==> src/core/pta_defs.svh <==
// register map, field positions, reset values and table constants
`ifndef PTA_DEFS_SVH
`define PTA_DEFS_SVH

// -----------------------------------------------------------------
// register indices (byte address = index * 4)
// -----------------------------------------------------------------
`define PTA_IDX_SCALE        8'h07
`define PTA_IDX_ACCESS       8'h08
`define PTA_IDX_DATA         8'h09
`define PTA_IDX_RECOMMEND    8'h0F
`define PTA_ADDR_W           8

// -----------------------------------------------------------------
// field positions
// -----------------------------------------------------------------
`define PTA_TRIG_BIT         7
`define PTA_DIR_BIT          6
`define PTA_UI_HI            5
`define PTA_UI_LO            4
`define PTA_SAMP_HI          3
`define PTA_SAMP_LO          0
`define PTA_SCALE_W          6
`define PTA_AMP_W            7
`define PTA_RAM_AW           6
`define PTA_RAM_DEPTH        64
`define PTA_PROD_W           13

// -----------------------------------------------------------------
// reset values
// -----------------------------------------------------------------
`define PTA_SCALE_RST        6'h21
`define PTA_ACCESS_RST       8'h00
`define PTA_DATA_RST         7'h00

// -----------------------------------------------------------------
// recommended scale values and step sizes (hundredths of a percent)
// -----------------------------------------------------------------
`define PTA_REC_T1_SH        6'h36
`define PTA_REC_LB_7P5       6'h11
`define PTA_REC_LB_15        6'h08
`define PTA_REC_LB_22P5      6'h04
`define PTA_REC_E1           6'h21
`define PTA_STEP_T1_SH       12'h0C8
`define PTA_STEP_LB_7P5      12'h271
`define PTA_STEP_LB_15       12'h4E2
`define PTA_STEP_LB_22P5     12'h9C4
`define PTA_STEP_E1          12'h12C

// -----------------------------------------------------------------
// bus responses
// -----------------------------------------------------------------
`define PTA_RESP_OKAY        2'h0
`define PTA_RESP_SLVERR      2'h2

`endif

==> src/core/pta_pkg.sv <==
// types for the pulse template access block
package pta_pkg;

  // -----------------------------------------------------------------
  // access sequencer states, gray along idle -> exec -> finish
  // -----------------------------------------------------------------
  typedef enum logic [1:0] {
    PTA_IDLE   = 2'h0,
    PTA_EXEC   = 2'h1,
    PTA_FINISH = 2'h3
  } pta_state_t;

  // line type groups selecting a recommended scale
  typedef enum logic [2:0] {
    PTA_LT_E1     = 3'h0,
    PTA_LT_T1_SH  = 3'h1,
    PTA_LT_LB_7P5 = 3'h2,
    PTA_LT_LB_15  = 3'h3,
    PTA_LT_LB_225 = 3'h4
  } pta_line_t;

endpackage : pta_pkg

==> src/core/pta_top.sv <==
// pulse template ram access and amplitude scale registers, axi4-lite slave
//
// Overview of operation
// 6-bit amplitude_scale register multiplies every transmitted template sample amplitude.
// amplitude_scale resets to 100001; upper two register bits reserved, read zero.
// short-haul T1/J1 and 0 dB build-out: recommend 110110, 2 percent per step.
// -7.5 dB build-out: recommend 010001, 6.25 percent per step.
// -15.0 dB build-out: recommend 001000, 12.5 percent per step.
// -22.5 dB build-out: recommend 000100, 25 percent per step.
// E1 75 or 120 ohm: recommend 100001, 3 percent per step.
// writing one to control bit 7 starts one template ram access.
// control bit 6 picks direction: zero writes ram, one reads ram.
// control bits 5:4 pick one of four unit intervals, zero leftmost.
// control bits 3:0 pick one of sixteen samples, zero leftmost.
// indirect write stores data register sample_amplitude at the addressed location.
// indirect read returns stored amplitude into sample_amplitude; bit 7 reads zero.
// software sets fields before or with trigger and waits for completion.
`timescale 1ns/1ps
`default_nettype none
`include "pta_defs.svh"

module pta_top (
  input  wire logic                     aclk,
  input  wire logic                     aresetn,
  input  wire logic                     s_axi_awvalid,
  output var  logic                     s_axi_awready,
  input  wire logic [31:0]              s_axi_awaddr,
  input  wire logic [2:0]               s_axi_awprot,
  input  wire logic                     s_axi_wvalid,
  output var  logic                     s_axi_wready,
  input  wire logic [31:0]              s_axi_wdata,
  input  wire logic [3:0]               s_axi_wstrb,
  output var  logic                     s_axi_bvalid,
  input  wire logic                     s_axi_bready,
  output var  logic [1:0]               s_axi_bresp,
  input  wire logic                     s_axi_arvalid,
  output var  logic                     s_axi_arready,
  input  wire logic [31:0]              s_axi_araddr,
  input  wire logic [2:0]               s_axi_arprot,
  output var  logic                     s_axi_rvalid,
  input  wire logic                     s_axi_rready,
  output var  logic [31:0]              s_axi_rdata,
  output var  logic [1:0]               s_axi_rresp,
  input  wire logic [2:0]               line_type,
  input  wire logic [5:0]               tx_sample_addr,
  output var  logic [`PTA_PROD_W-1:0]   tx_scaled_amp,
  output var  logic                     access_busy
);

  // -----------------------------------------------------------------
  // storage
  // -----------------------------------------------------------------
  logic [`PTA_AMP_W-1:0]   ram_q [0:`PTA_RAM_DEPTH-1];
  logic [`PTA_SCALE_W-1:0] scale_q;
  logic                    trig_q;
  logic                    dir_q;
  logic [1:0]              ui_q;
  logic [3:0]              samp_q;
  logic [`PTA_AMP_W-1:0]   data_q;
  pta_pkg::pta_state_t     state_q;
  pta_pkg::pta_state_t     state_d;

  // -----------------------------------------------------------------
  // bus side state
  // -----------------------------------------------------------------
  logic                    aw_got_q;
  logic                    w_got_q;
  logic [`PTA_ADDR_W-1:0]  aw_idx_q;
  logic [7:0]              w_byte_q;
  logic                    w_lane0_q;
  logic                    aw_hs;
  logic                    w_hs;
  logic                    wr_fire;
  logic [`PTA_ADDR_W-1:0]  wr_idx;
  logic [7:0]              wr_byte;
  logic                    wr_en;
  logic                    wr_mapped;
  logic                    wr_scale;
  logic                    wr_access;
  logic                    wr_data;
  logic [`PTA_ADDR_W-1:0]  rd_idx;
  logic                    rd_mapped;
  logic [31:0]             rd_word;
  logic [`PTA_SCALE_W-1:0] rec_scale;
  logic [11:0]             rec_step;
  logic [`PTA_RAM_AW-1:0]  ram_addr;

  assign aw_hs = s_axi_awvalid & s_axi_awready;
  assign w_hs  = s_axi_wvalid & s_axi_wready;

  // address and data may arrive in the same cycle or apart
  assign wr_fire = (aw_got_q | aw_hs) & (w_got_q | w_hs) & ~s_axi_bvalid;
  assign wr_idx  = aw_got_q ? aw_idx_q : s_axi_awaddr[`PTA_ADDR_W+1:2];
  assign wr_byte = w_got_q ? w_byte_q : s_axi_wdata[7:0];
  assign wr_en   = wr_fire & (w_got_q ? w_lane0_q : s_axi_wstrb[0]);

  // -----------------------------------------------------------------
  // address decode
  // -----------------------------------------------------------------
  always_comb begin
    wr_mapped = 1'b0;
    wr_scale  = 1'b0;
    wr_access = 1'b0;
    wr_data   = 1'b0;
    case (wr_idx)
      `PTA_IDX_SCALE: begin
        wr_mapped = 1'b1;
        wr_scale  = wr_en;
      end
      `PTA_IDX_ACCESS: begin
        wr_mapped = 1'b1;
        wr_access = wr_en;
      end
      `PTA_IDX_DATA: begin
        wr_mapped = 1'b1;
        wr_data   = wr_en;
      end
      `PTA_IDX_RECOMMEND: begin
        wr_mapped = 1'b1;
      end
      default: begin
        wr_mapped = 1'b0;
      end
    endcase
  end

  // -----------------------------------------------------------------
  // recommended scale per line type
  // -----------------------------------------------------------------
  always_comb begin
    case (line_type)
      pta_pkg::PTA_LT_T1_SH: begin
        rec_scale = `PTA_REC_T1_SH;
        rec_step  = `PTA_STEP_T1_SH;
      end
      pta_pkg::PTA_LT_LB_7P5: begin
        rec_scale = `PTA_REC_LB_7P5;
        rec_step  = `PTA_STEP_LB_7P5;
      end
      pta_pkg::PTA_LT_LB_15: begin
        rec_scale = `PTA_REC_LB_15;
        rec_step  = `PTA_STEP_LB_15;
      end
      pta_pkg::PTA_LT_LB_225: begin
        rec_scale = `PTA_REC_LB_22P5;
        rec_step  = `PTA_STEP_LB_22P5;
      end
      default: begin
        rec_scale = `PTA_REC_E1;
        rec_step  = `PTA_STEP_E1;
      end
    endcase
  end

  // -----------------------------------------------------------------
  // read mux
  // -----------------------------------------------------------------
  assign rd_idx = s_axi_araddr[`PTA_ADDR_W+1:2];

  always_comb begin
    rd_word   = 32'h0000_0000;
    rd_mapped = 1'b1;
    case (rd_idx)
      `PTA_IDX_SCALE: begin
        rd_word[`PTA_SCALE_W-1:0] = scale_q;
      end
      `PTA_IDX_ACCESS: begin
        rd_word[7:0] = {trig_q, dir_q, ui_q, samp_q};
      end
      `PTA_IDX_DATA: begin
        rd_word[`PTA_AMP_W-1:0] = data_q;
      end
      `PTA_IDX_RECOMMEND: begin
        rd_word[`PTA_SCALE_W-1:0] = rec_scale;
        rd_word[27:16]            = rec_step;
      end
      default: begin
        rd_mapped = 1'b0;
      end
    endcase
  end

  // -----------------------------------------------------------------
  // write channel
  // -----------------------------------------------------------------
  // one write in flight: readies drop at the handshake and return with bready
  always_ff @(posedge aclk) begin
    if (!aresetn) begin
      aw_got_q      <= 1'b0;
      w_got_q       <= 1'b0;
      aw_idx_q      <= 8'h00;
      w_byte_q      <= 8'h00;
      w_lane0_q     <= 1'b0;
      s_axi_awready <= 1'b1;
      s_axi_wready  <= 1'b1;
      s_axi_bvalid  <= 1'b0;
      s_axi_bresp   <= `PTA_RESP_OKAY;
    end else if (wr_fire) begin
      aw_got_q      <= 1'b0;
      w_got_q       <= 1'b0;
      s_axi_awready <= 1'b0;
      s_axi_wready  <= 1'b0;
      s_axi_bvalid  <= 1'b1;
      s_axi_bresp   <= wr_mapped ? `PTA_RESP_OKAY : `PTA_RESP_SLVERR;
    end else begin
      if (aw_hs) begin
        aw_got_q      <= 1'b1;
        aw_idx_q      <= s_axi_awaddr[`PTA_ADDR_W+1:2];
        s_axi_awready <= 1'b0;
      end
      if (w_hs) begin
        w_got_q      <= 1'b1;
        w_byte_q     <= s_axi_wdata[7:0];
        w_lane0_q    <= s_axi_wstrb[0];
        s_axi_wready <= 1'b0;
      end
      if (s_axi_bvalid && s_axi_bready) begin
        s_axi_bvalid  <= 1'b0;
        s_axi_awready <= 1'b1;
        s_axi_wready  <= 1'b1;
      end
    end
  end

  // -----------------------------------------------------------------
  // read channel
  // -----------------------------------------------------------------
  // rdata captured at the address handshake, so later updates cannot tear it
  always_ff @(posedge aclk) begin
    if (!aresetn) begin
      s_axi_arready <= 1'b1;
      s_axi_rvalid  <= 1'b0;
      s_axi_rdata   <= 32'h0000_0000;
      s_axi_rresp   <= `PTA_RESP_OKAY;
    end else if (s_axi_arvalid && s_axi_arready) begin
      s_axi_arready <= 1'b0;
      s_axi_rvalid  <= 1'b1;
      s_axi_rdata   <= rd_word;
      s_axi_rresp   <= rd_mapped ? `PTA_RESP_OKAY : `PTA_RESP_SLVERR;
    end else if (s_axi_rvalid && s_axi_rready) begin
      s_axi_rvalid  <= 1'b0;
      s_axi_arready <= 1'b1;
    end
  end

  // -----------------------------------------------------------------
  // amplitude scale register
  // -----------------------------------------------------------------
  always_ff @(posedge aclk) begin
    if (!aresetn) begin
      scale_q <= `PTA_SCALE_RST;
    end else if (wr_scale) begin
      scale_q <= wr_byte[`PTA_SCALE_W-1:0];
    end
  end

  // -----------------------------------------------------------------
  // access control register
  // -----------------------------------------------------------------
  // fields stay writable while busy; software is expected to wait
  always_ff @(posedge aclk) begin
    if (!aresetn) begin
      trig_q <= 1'b0;
      dir_q  <= 1'b0;
      ui_q   <= 2'h0;
      samp_q <= 4'h0;
    end else begin
      if (wr_access) begin
        dir_q  <= wr_byte[`PTA_DIR_BIT];
        ui_q   <= wr_byte[`PTA_UI_HI:`PTA_UI_LO];
        samp_q <= wr_byte[`PTA_SAMP_HI:`PTA_SAMP_LO];
      end
      // a new trigger in the clearing cycle wins
      if (wr_access && wr_byte[`PTA_TRIG_BIT]) begin
        trig_q <= 1'b1;
      end else if (state_q == pta_pkg::PTA_FINISH) begin
        trig_q <= 1'b0;
      end
    end
  end

  // -----------------------------------------------------------------
  // access sequencer
  // -----------------------------------------------------------------
  // three cycles per access: idle sees trigger, exec touches ram, finish clears
  always_comb begin
    case (state_q)
      pta_pkg::PTA_IDLE:   state_d = trig_q ? pta_pkg::PTA_EXEC : pta_pkg::PTA_IDLE;
      pta_pkg::PTA_EXEC:   state_d = pta_pkg::PTA_FINISH;
      pta_pkg::PTA_FINISH: state_d = pta_pkg::PTA_IDLE;
      default:             state_d = pta_pkg::PTA_IDLE;
    endcase
  end

  always_ff @(posedge aclk) begin
    if (!aresetn) begin
      state_q <= pta_pkg::PTA_IDLE;
    end else begin
      state_q <= state_d;
    end
  end

  assign ram_addr = {ui_q, samp_q};

  // -----------------------------------------------------------------
  // template ram
  // -----------------------------------------------------------------
  // no reset: contents are undefined until software loads them
  always_ff @(posedge aclk) begin
    if (state_q == pta_pkg::PTA_EXEC && !dir_q) begin
      ram_q[ram_addr] <= data_q;
    end
  end

  // -----------------------------------------------------------------
  // sample data register
  // -----------------------------------------------------------------
  always_ff @(posedge aclk) begin
    if (!aresetn) begin
      data_q <= `PTA_DATA_RST;
    end else if (state_q == pta_pkg::PTA_EXEC && dir_q) begin
      data_q <= ram_q[ram_addr];
    end else if (wr_data) begin
      data_q <= wr_byte[`PTA_AMP_W-1:0];
    end
  end

  // -----------------------------------------------------------------
  // scaled output toward the waveform shaper
  // -----------------------------------------------------------------
  always_ff @(posedge aclk) begin
    if (!aresetn) begin
      tx_scaled_amp <= {`PTA_PROD_W{1'b0}};
      access_busy   <= 1'b0;
    end else begin
      // operands widened first so the product keeps every bit
      tx_scaled_amp <= `PTA_PROD_W'(ram_q[tx_sample_addr]) * `PTA_PROD_W'(scale_q);
      access_busy   <= trig_q;
    end
  end

endmodule : pta_top

`default_nettype wire

==> config.mk <==
export PLATFORM = sky130hd
export DESIGN_NAME = pta_top
export DESIGN_NICKNAME = d
export VERILOG_FILES = /design/src/core/pta_pkg.sv /design/src/core/pta_top.sv
export VERILOG_INCLUDE_DIRS = /design/src /design/src/core
export SDC_FILE = /design/constraint.sdc
export NUM_CORES = 1
export LEC_CHECK = 0
export BUFFER_PORTS_ARGS = -buffer_cell sky130_fd_sc_hd__buf_2
export CAP_MARGIN = 20
export CORE_AREA = 5 5 278 280
export CTS_CLUSTER_SIZE = 8
export DETAILED_ROUTE_END_ITERATION = 12
export DIE_AREA = 0 0 283 285
export PLACE_DENSITY_LB_ADDON = 0.12
export SLEW_MARGIN = 10
export SYNTH_ARGS = -nofsm -noshare
export SYNTH_HDL_FRONTEND = slang
export SYNTH_SLANG_ARGS = --single-unit
==> constraint.sdc <==
create_clock -name aclk -period 10.9 [get_ports aclk]
set_input_delay 0 -clock aclk [delete_from_list [all_inputs] [get_ports aclk]]
set_output_delay 0 -clock aclk [all_outputs]
set_load 0.05 [all_outputs]
# Yosys cells after proc, flatten, opt, wreduce, memory -nomap -nowiden
# Memory sizes are Yosys's and may differ from the RTL's. A register that Yosys moved wholly into a read port is not among the register bits.
# Index checks and enable logic that the tools add are counted.
dict set report op_classes {
  multipliers 1
  n_mux 38
  reduce_logical 19
  n_eq_ne 14
  bitwise_logic 10
}
# op count
set op_table {}
lappend op_table {{$eq 8x4->1 const B} 6}
lappend op_table {{$pmux 12 s4} 1}
lappend op_table {{$pmux 6 s4} 2}
lappend op_table {{$mux 1} 24}
lappend op_table {{$eq 8x3->1 const B} 2}
lappend op_table {{$mux 8} 2}
lappend op_table {{$mux 7} 2}
lappend op_table {{$mul 7x6->13} 1}
lappend op_table {{$mux 12} 1}
lappend op_table {{$mux 6} 2}
lappend op_table {{$reduce_bool 2->1} 4}
lappend op_table {{$reduce_or 4->1} 2}
lappend op_table {{$eq 3x2->1 const B} 2}
lappend op_table {{$logic_and 1x1->1} 6}
lappend op_table {{$reduce_bool 3->1} 2}
lappend op_table {{$and 1x1->1} 5}
lappend op_table {{$mux 2} 2}
lappend op_table {{$pmux 2 s2} 1}
lappend op_table {{$reduce_and 2->1} 2}
lappend op_table {{$eq 3x1->1 const B} 1}
lappend op_table {{$eq 3x3->1 const B} 1}
lappend op_table {{$not 1->1} 3}
lappend op_table {{$eq 2x1->1 const B} 1}
lappend op_table {{$eq 2x2->1 const B} 1}
lappend op_table {{other kinds (5)} 6}
dict set report totals {
  elab_cells 105
  register_bits 85
  ramBits 448
  output_inout_bits 55
  n_memories 1
}
# name words word_bits rd rd_ports_with_merged_regs write_ports line_no
set mem_list {}
lappend mem_list {ram_q 64 7 2 1 1 pta_top.sv:53} ;# logic [`PTA_AMP_W-1:0] ram_q [0:`PTA_RAM_DEPTH-1];

# Depth between registers and ports, before layout
# Gate-level depths: netlist (run 1).
dict set report depth {
  depth_word 8
  depth_mapped 23
  mapped_depth_nobuf 19
}

# Worst setup path after synthesis (run 1)
# OpenSTA, ideal clock, no wires.
dict set report synth_path {
  path_type {in2reg}
  start {input tx_sample_addr[0]}
  end {register tx_scaled_amp[12]}
  path_stages 19
  path_slack_ns 5.981
  arrival_ns 4.803
  t_required_ns 10.784
  setup_time_ns 0.116
  cell_sequence {buf_6 buf_4 mux4_2 mux4_2 mux2_2 nand2_1 o21ai_2 and2_1 fa_1 inv_1 fa_1 fa_1 inv_1 ha_1 a21oi_1 o21bai_1 a2111oi_0 o21ai_0 and3b_1}
}
dict set report synth_between {
  elab_chain_cells 2
}
# element line_no
set synth_rtl {}
lappend synth_rtl {{start: declaration} pta_top.sv:45} ;# input wire logic [5:0] tx_sample_addr,
lappend synth_rtl {{$mem_v2 64x7} -}
lappend synth_rtl {{$mul 7x6->13 (no line)} -}
lappend synth_rtl {{end signal: assignment} pta_top.sv:333} ;# tx_scaled_amp <= {`PTA_PROD_W{1'b0}};
lappend synth_rtl {{end signal: assignment} pta_top.sv:337} ;# tx_scaled_amp <= `PTA_PROD_W'(ram_q[tx_sample_addr]) * `PTA_PROD_W'(scale_q);
lappend synth_rtl {{end: declaration} pta_top.sv:46} ;# output var logic [`PTA_PROD_W-1:0] tx_scaled_amp,
# Every way passes these cells.
# A chain may end at the register's enable or synchronous reset.

# Worst setup path after layout (run 1)
# Same ends and word-level chain as after synthesis.

==> results of run 1 <==
through the flow:
step           util (%)  instances  setup WS [ns]  total power (W)  hold WS (ns)
6_report           39.9       2669           4.86          0.00466         0.140
5_1_grt            39.9       2667           4.44          0.00483         0.171
4_1_cts            39.9       2665           4.80          0.00472         0.101
3_5_place_dp       36.6       2511           4.17          0.00252         0.235
3_3_place_gp       36.5       2509           4.18          0.00252         0.231
2_1_floorplan         -       1553           5.98          0.00245         0.111
worst reg2reg max path: stages (launching register included):
cell       delay (ns)
edfxtp_1         0.37
mux4_2           0.50
mux4_2           0.55
mux2i_1          0.33
mux2i_1          0.34
and2_1           0.28
fa_1             0.48
inv_1            0.06
fa_1             0.48
fa_1             0.49
inv_1            0.04
ha_1             0.31
a21oi_1          0.23
o21bai_1         0.14
a2111oi_0        0.55
o21ai_0          0.16
and3b_1          0.18
cell usage after synthesis (22+ instances only):
library cell and n:
and2_1 47, buf_2 29, buf_4 22, clkbuf_1 39, dfxtp_1 85, edfxtp_1 448, inv_1 34, mux2i_1 87
mux4_2 251, nand2_1 62, nand3_1 22, nor2_1 89, nor2b_1 48, o21ai_0 29
report_power, final:
group / switching [W] / leakage (nW) / total, W / internal, W
registers: 0.00000870 / 5.19 / 0.00220 / 0.00219
clock network: 0.000880 / 1.02 / 0.00217 / 0.00129
logic: 0.000172 / 4.06 / 0.000291 / 0.000120
sequential cells by signal, summed over array words and instances (netlist names), 2 cells and up, named ones only:
signal and flops:
aw_idx_q 8, samp_q 4, w_byte_q 8, s_axi_rdata 16, state_q 2, scale_q 6
ui_q 2, tx_scaled_amp 13, ram_q 448, data_q 7
cell families (layout without fill, tap and decap cells):
family / after synthesis / after routing / share of synthesized area [%]
buffers and inverters: 149 / 293 / 2.86
other: 1 / 17 / 0.0145
AO/OA/AOI/OAI: 125 / 125 / 3.22
AND/OR/NAND/NOR: 332 / 332 / 6.60
flip-flops: 533 / 533 / 58.6
XOR/XNOR: 8 / 8 / 0.271
multiplexers: 350 / 350 / 25.8
adder cells (fa/ha/maj): 42 / 42 / 2.64
layer usage:
metal  track usage (%)  routed length [um]
met1              25.6               32100
met2              30.6               36900
met3              3.83                5630
met4              5.61                2060
met5                 0                   0
worst paths after layout:
kind / start / to / slack [ns] / depth (start not counted)
min: s_axi_araddr[7] / s_axi_rdata[19] / 0.14 / 6
max reg2reg: ram_q[55][3] / tx_scaled_amp[12] / 5.30 / 16
min reg2reg: s_axi_rdata[24] / s_axi_rdata[24] / 0.48 / 2
max: tx_sample_addr[0] / tx_scaled_amp[12] / 4.86 / 18
layout make-up:
cell class	count	share of cell area, %
repair buffers	140	3.30
inverters	36	0.456
multi-input cells	871	33.8
well taps	969	4.09
clock inverters	5	0.198
flip-flops and latches	533	51.2
clock buffers	112	6.95
diodes	3	0.0253
cell usage in the layout (no fill, tap or decap), types with 5 or more instances in the layout:
cell,netlist,final
o22ai_1,9,9
edfxtp_1,448,448
o2111ai_1,5,5
nor2_1,89,89
a221oi_1,5,5
dlygate4sd3_1,0,37
clkbuf_1,39,35
inv_1,34,34
o221ai_1,5,5
clkbuf_16,0,77
mux2_2,12,12
xnor2_1,6,6
a21boi_0,6,6
nand2b_1,13,13
nand3_1,22,22
conb_1,1,14
fa_1,21,21
mux4_2,251,251
o21ai_0,29,29
ha_1,21,21
or3_1,7,7
buf_4,22,20
dfxtp_2,0,8
mux2i_1,87,87
nor3_1,14,14
a21oi_1,21,21
nor2b_1,48,48
dfxtp_1,85,74
nand2_1,62,62
a22oi_1,15,15
and2_1,47,47
buf_2,29,79
timing repair:
action / 4_1_cts / 5_1_grt
resized for setup: 0 / 0
hold endpoints to repair: 57 / 0
hold buffers: 37 / 0
==> metrics, run 1 <==
Max Fclk=166 MHz; detailed-placement wirelength estimate=49.5 mm; vias per cell=5.62; skew final=0.0199 ns; # Post-CTS Setup Buffers=0; GRT overflow=0; CP Data Arrival Time=6.53 ns; number of CTS-inserted buffers=76; PwrDens=157 mW/mm^2; vias=15000; Final min period=6.04 ns; worst-path cell chain=buf_6, buf_4, mux4_2, mux4_2, mux2i_1, mux2i_1, and2_1, fa_1, inv_1, fa_1, fa_1, inv_1, ha_1, a21oi_1, o21bai_1, a2111oi_0, o21ai_0, and3b_1; Setup Total Neg Slack=0 ns; CP Launch Type=input pin; Mapped Cells=1540; Post-synth EDFFs=448; height of the die=285 um; Worst-path clk slew=0.05 ns; core area=0.0742 mm^2; Cell Area, Placed=0.0271 mm^2; fraction of registers with async set/reset=0%; Max Buffers Root-to-Sink=3; RSZ-0062 raised after global routing=false; Detailed Route Iter0 Violations=1570; Post-Route WL=76.7 mm; critical path endpoint category=flip-flop; share of layout cells above drive strength 1=27.5%; # rows=100; top-area cell type share of the netlist area=52.1%; Static Leak=10.3 nW; CTS root buf=clkbuf_16; Tightest Hold Check Type=in -> reg; total track usage=18.7%; DRC Markers=0; fin crit share=55.4%; remaining antenna violation count=0; register bit total from synthesis=533; Buf+Inv Stages, Crit Path=4; largest net degree at the start of global routing=113; Avg Cell Area, Syn=16.8 um^2; Worst slew margin=26.8%; sequential area share after synthesis=58.6%; first-pass GRT wire length=111 mm; vias in the first global route=15500; initial antenna violation count=4; Setup CP Type=in -> reg; mapped cell area=0.0258 mm^2; top_reg_cell synth=edfxtp_1; H-Tree Depth=3; Reg area=0.0152 mm^2; synthesis warning total=0; Most common cell on crit path=fa_1; Critical Path Max Stage Delay=0.70 ns; Setup-failing EPs final=0; Max stage delay cell, worst path=buf_4; CTS tree=yes; drt first pass iters=6; GPL Wtd Cong=0.798; Die X=283 um; area leader, netlist=edfxtp_1; number of max-cap violations=0; ranking of synthesized cells by area=edfxtp_1, mux4_2, dfxtp_1, mux2i_1, fa_1; Layout Nets=1822; Data required, critical path=11.39 ns; Worst Path Max Fanout=39; worst-skew pair later-pin latency=0.62 ns; # IOs=177; die area=0.0807 mm^2; CP top delay family=multiplexers; fin area=0.0296 mm^2; Max rail drop VDD=0.0946 mV; Final Hold Fails=0; post-synth cell types=63; CTS sink count=533; fin. max-slew vios=0; PortBufs=81; Syn-to-layout area delta=14.6%; multi-input logic area=0.0100 mm^2; Initial Util=34.8%; DR WL/cell=28.7 um; Filler cells=6767; status=complete, no violations; slew at the pin closest to its max-slew limit=1.09 ns
Note: power is estimated with default switching activity, not from simulation.
==> run 2: changes to the inputs <==
==> constraint.sdc (replaced) <==
create_clock -name aclk -period 5.8 [get_ports aclk]
set_input_delay 0 -clock aclk [delete_from_list [all_inputs] [get_ports aclk]]
set_output_delay 0 -clock aclk [all_outputs]
set_load 0.05 [all_outputs]
==> run 2 against run 1 <==
Net effect:
- power grew 92%
- sequential power grew 88%
- clock skew grew 0.014 ns
- clock power grew 94%
- first-iteration DRC count shrank 7.5%
- critical endpoint unchanged
==> metrics, run 2 (synthesized netlist as in run 1, its figures left out) <==
height of the die=285 um (unchanged); Setup Total Neg Slack=0 ns (unchanged); total track usage=19.1% (was 18.7%); # IOs=177 (unchanged); combinational share of power=6.4% (was 6.2%); vias per cell=5.59 (was 5.62); fin crit share=94.2%; Int Pwr=0.00690 W (was 0.00360 W); Max Fclk=183 MHz; Tightest Hold Check Type=in -> reg (unchanged); vias in the first global route=15700 (was 15500); critical path endpoint category=flip-flop (unchanged); largest net degree at the start of global routing=75 (was 113); skew final=0.0335 ns (was 0.0199 ns); status=complete, no violations (unchanged); Setup-failing EPs final=0 (unchanged); GRT overflow=0 (unchanged); first-pass GRT wire length=113 mm (was 111 mm); largest register by flop count=ram_q (unchanged); Max Buffers Root-to-Sink=3 (unchanged); CP Launch Type=flip-flop (was input pin); Detailed Route Iter0 Violations=1453 (was 1570); DRC Markers=0 (unchanged); cts repair resizes=0 (unchanged); Reg power frac=46.3% (was 47.2%); Worst slew margin=22.1% (was 26.8%); die area=0.0807 mm^2 (unchanged); switching pwr=0.00203 W (was 0.00106 W); Setup CP Type=reg -> reg (was in -> reg); worst setup path start=ram_q[31][5] (was tx_sample_addr[0]); core area=0.0742 mm^2 (unchanged); worst-skew pair later-pin latency=0.62 ns (about the same); share of layout cells above drive strength 1=28.9% (was 27.5%); GPL Wtd Cong=0.798 (about the same); Largest regs=ram_q x448, s_axi_rdata x16, tx_scaled_amp x13 (unchanged); Die X=283 um (unchanged); DR WL/cell=28.6 um (was 28.7 um); Max rail drop VDD=0.166 mV (was 0.0946 mV); Static Leak=10.6 nW (was 10.3 nW); Syn-to-layout area delta=16.7% (was 14.6%); Data required, critical path=6.28 ns (was 11.39 ns); vias=15200 (was 15000); RSZ-0062 raised after global routing=false (unchanged); slew at the pin closest to its max-slew limit=1.16 ns (was 1.09 ns); PortBufs=81 (unchanged); crit path to=tx_scaled_amp[12] (unchanged); commonest non-fill, non-tap cell in the layout=edfxtp_1 (unchanged); Worst-path clk slew=0.05 ns (about the same); drt first pass iters=5 (was 6); Initial Util=34.8% (unchanged); worst r2r src=ram_q[31][5] (was ram_q[55][3]); post-layout util=40.6% (was 39.9%); Final min period=5.47 ns; r2r setup slk=0.33 ns (was 5.30 ns); reg2reg path depth=17 (was 16); H-Tree Depth=3 (unchanged); most frequent cells in the layout=edfxtp_1, mux4_2, nor2_1 (unchanged); CTS sink count=533 (unchanged); Layout Nets=1860 (was 1822); max reg flops=448 (unchanged); CTS tree=yes (unchanged); number of max-cap violations=0 (unchanged); Post-Route WL=77.8 mm (was 76.7 mm); remaining antenna violation count=0 (unchanged); fin. max-slew vios=0 (unchanged); CP Data Arrival Time=5.95 ns (was 6.53 ns); Worst Path Max Fanout=6 (was 39); Final Hold Fails=0 (unchanged); Clk pwr share=47.2% (was 46.5%); CTS root buf=clkbuf_16 (unchanged); detailed-placement wirelength estimate=52.1 mm (was 49.5 mm); number of CTS-inserted buffers=77 (was 76); PwrDens=296 mW/mm^2 (was 157 mW/mm^2); initial antenna violation count=1 (was 4); FF-to-FF End=tx_scaled_amp[12] (unchanged); # Post-CTS Setup Buffers=0 (unchanged); # rows=100 (unchanged); Switching Fraction=22.7% (about the same)
## run 2: cell count changes in the layout (fill, tap and decap cells not counted), moves of 2 or more
cell | before | now
buf_4 | 20 | 45
buf_12 | 2 | 11
clkbuf_1 | 35 | 42
dlygate4sd3_1 | 37 | 41
inv_6 | 3 | 0
clkbuf_16 | 77 | 79
## run 2: critical path, stage by stage (launching register included)
cell and delay [ns]:
edfxtp_1 0.38, mux4_2 0.52, mux4_2 0.54, mux2_2 0.32
nand2_1 0.10, o21ai_2 0.12, and2_1 0.20, fa_1 0.54
inv_1 0.06, fa_1 0.49, fa_1 0.49, inv_1 0.04
ha_1 0.31, a21oi_1 0.19, o21bai_1 0.14, a2111oi_0 0.55
o21ai_0 0.16, and3b_1 0.18
## run 2: how the worst min path moves through the flow
stage | from | cells after the start | to | slack, ns
after floorplan | s_axi_awvalid | 1 | s_axi_awready | 0.11
after global placement | s_axi_awvalid | 2 | s_axi_awready | 0.23
after detailed placement | s_axi_awvalid | 2 | s_axi_awready | 0.24
after CTS | s_axi_araddr[9] | 6 | s_axi_rdata[6] | 0.09
after global routing | s_axi_araddr[8] | 6 | s_axi_rdata[6] | 0.15
final | s_axi_araddr[7] | 6 | s_axi_rdata[6] | 0.12
## run 2: layer usage
layer  vias up  track usage (%)  routed length (um)
met1      8050             26.7               33900
li1       6501                -                   -
met2       529             31.8               37700
met3       101             3.08                4600
met5         -                0                   0
met4         0             4.51                1520
## run 2: power by group through the flow
| stage | Sequential, W | Combinational (W) | Clock [W] |
|---|---|---|---|
| finish | 0.00414 | 0.000576 | 0.00422 |
| detailed placement | 0.00421 | 0.000556 | 0 |
| floorplan | 0.00426 | 0.000344 | 0 |
| global placement | 0.00421 | 0.000555 | 0 |
| global route | 0.00414 | 0.000622 | 0.00450 |
| CTS | 0.00414 | 0.000581 | 0.00431 |
## run 2: repair_timing
item / in CTS / in global routing
endpoints found under the setup margin: 0 / 0
hold buffers: 41 / 0
endpoints found under the hold margin: 64 / 0
## run 2: area by class of cell
type                    instances  area (um^2)
fillers                      6704        44000
flip-flops and latches        533        15200
inverters                      36          135
clock inverters                 6          106
repair buffers                177         1380
multi-input cells             871        10000
well taps                     969         1210
clock buffers                 122         2150
diodes                          2         5.00
## run 2: metrics by stage
| step | std cells | cell area [um^2] | hold WS (ns) | power (W) | worst slack, ns |
|---|---|---|---|---|---|
| global route | 2715 | 30200 | 0.149 | 0.00926 | 0.0173 |
| detailed placement | 2545 | 27500 | 0.239 | 0.00477 | 0.192 |
| finish | 2716 | 30200 | 0.118 | 0.00893 | 0.334 |
| floorplan | 1553 | 25900 | 0.111 | 0.00460 | 0.881 |
| global placement | 2545 | 27500 | 0.232 | 0.00477 | 0.248 |
| CTS | 2714 | 30200 | 0.0869 | 0.00903 | 0.301 |
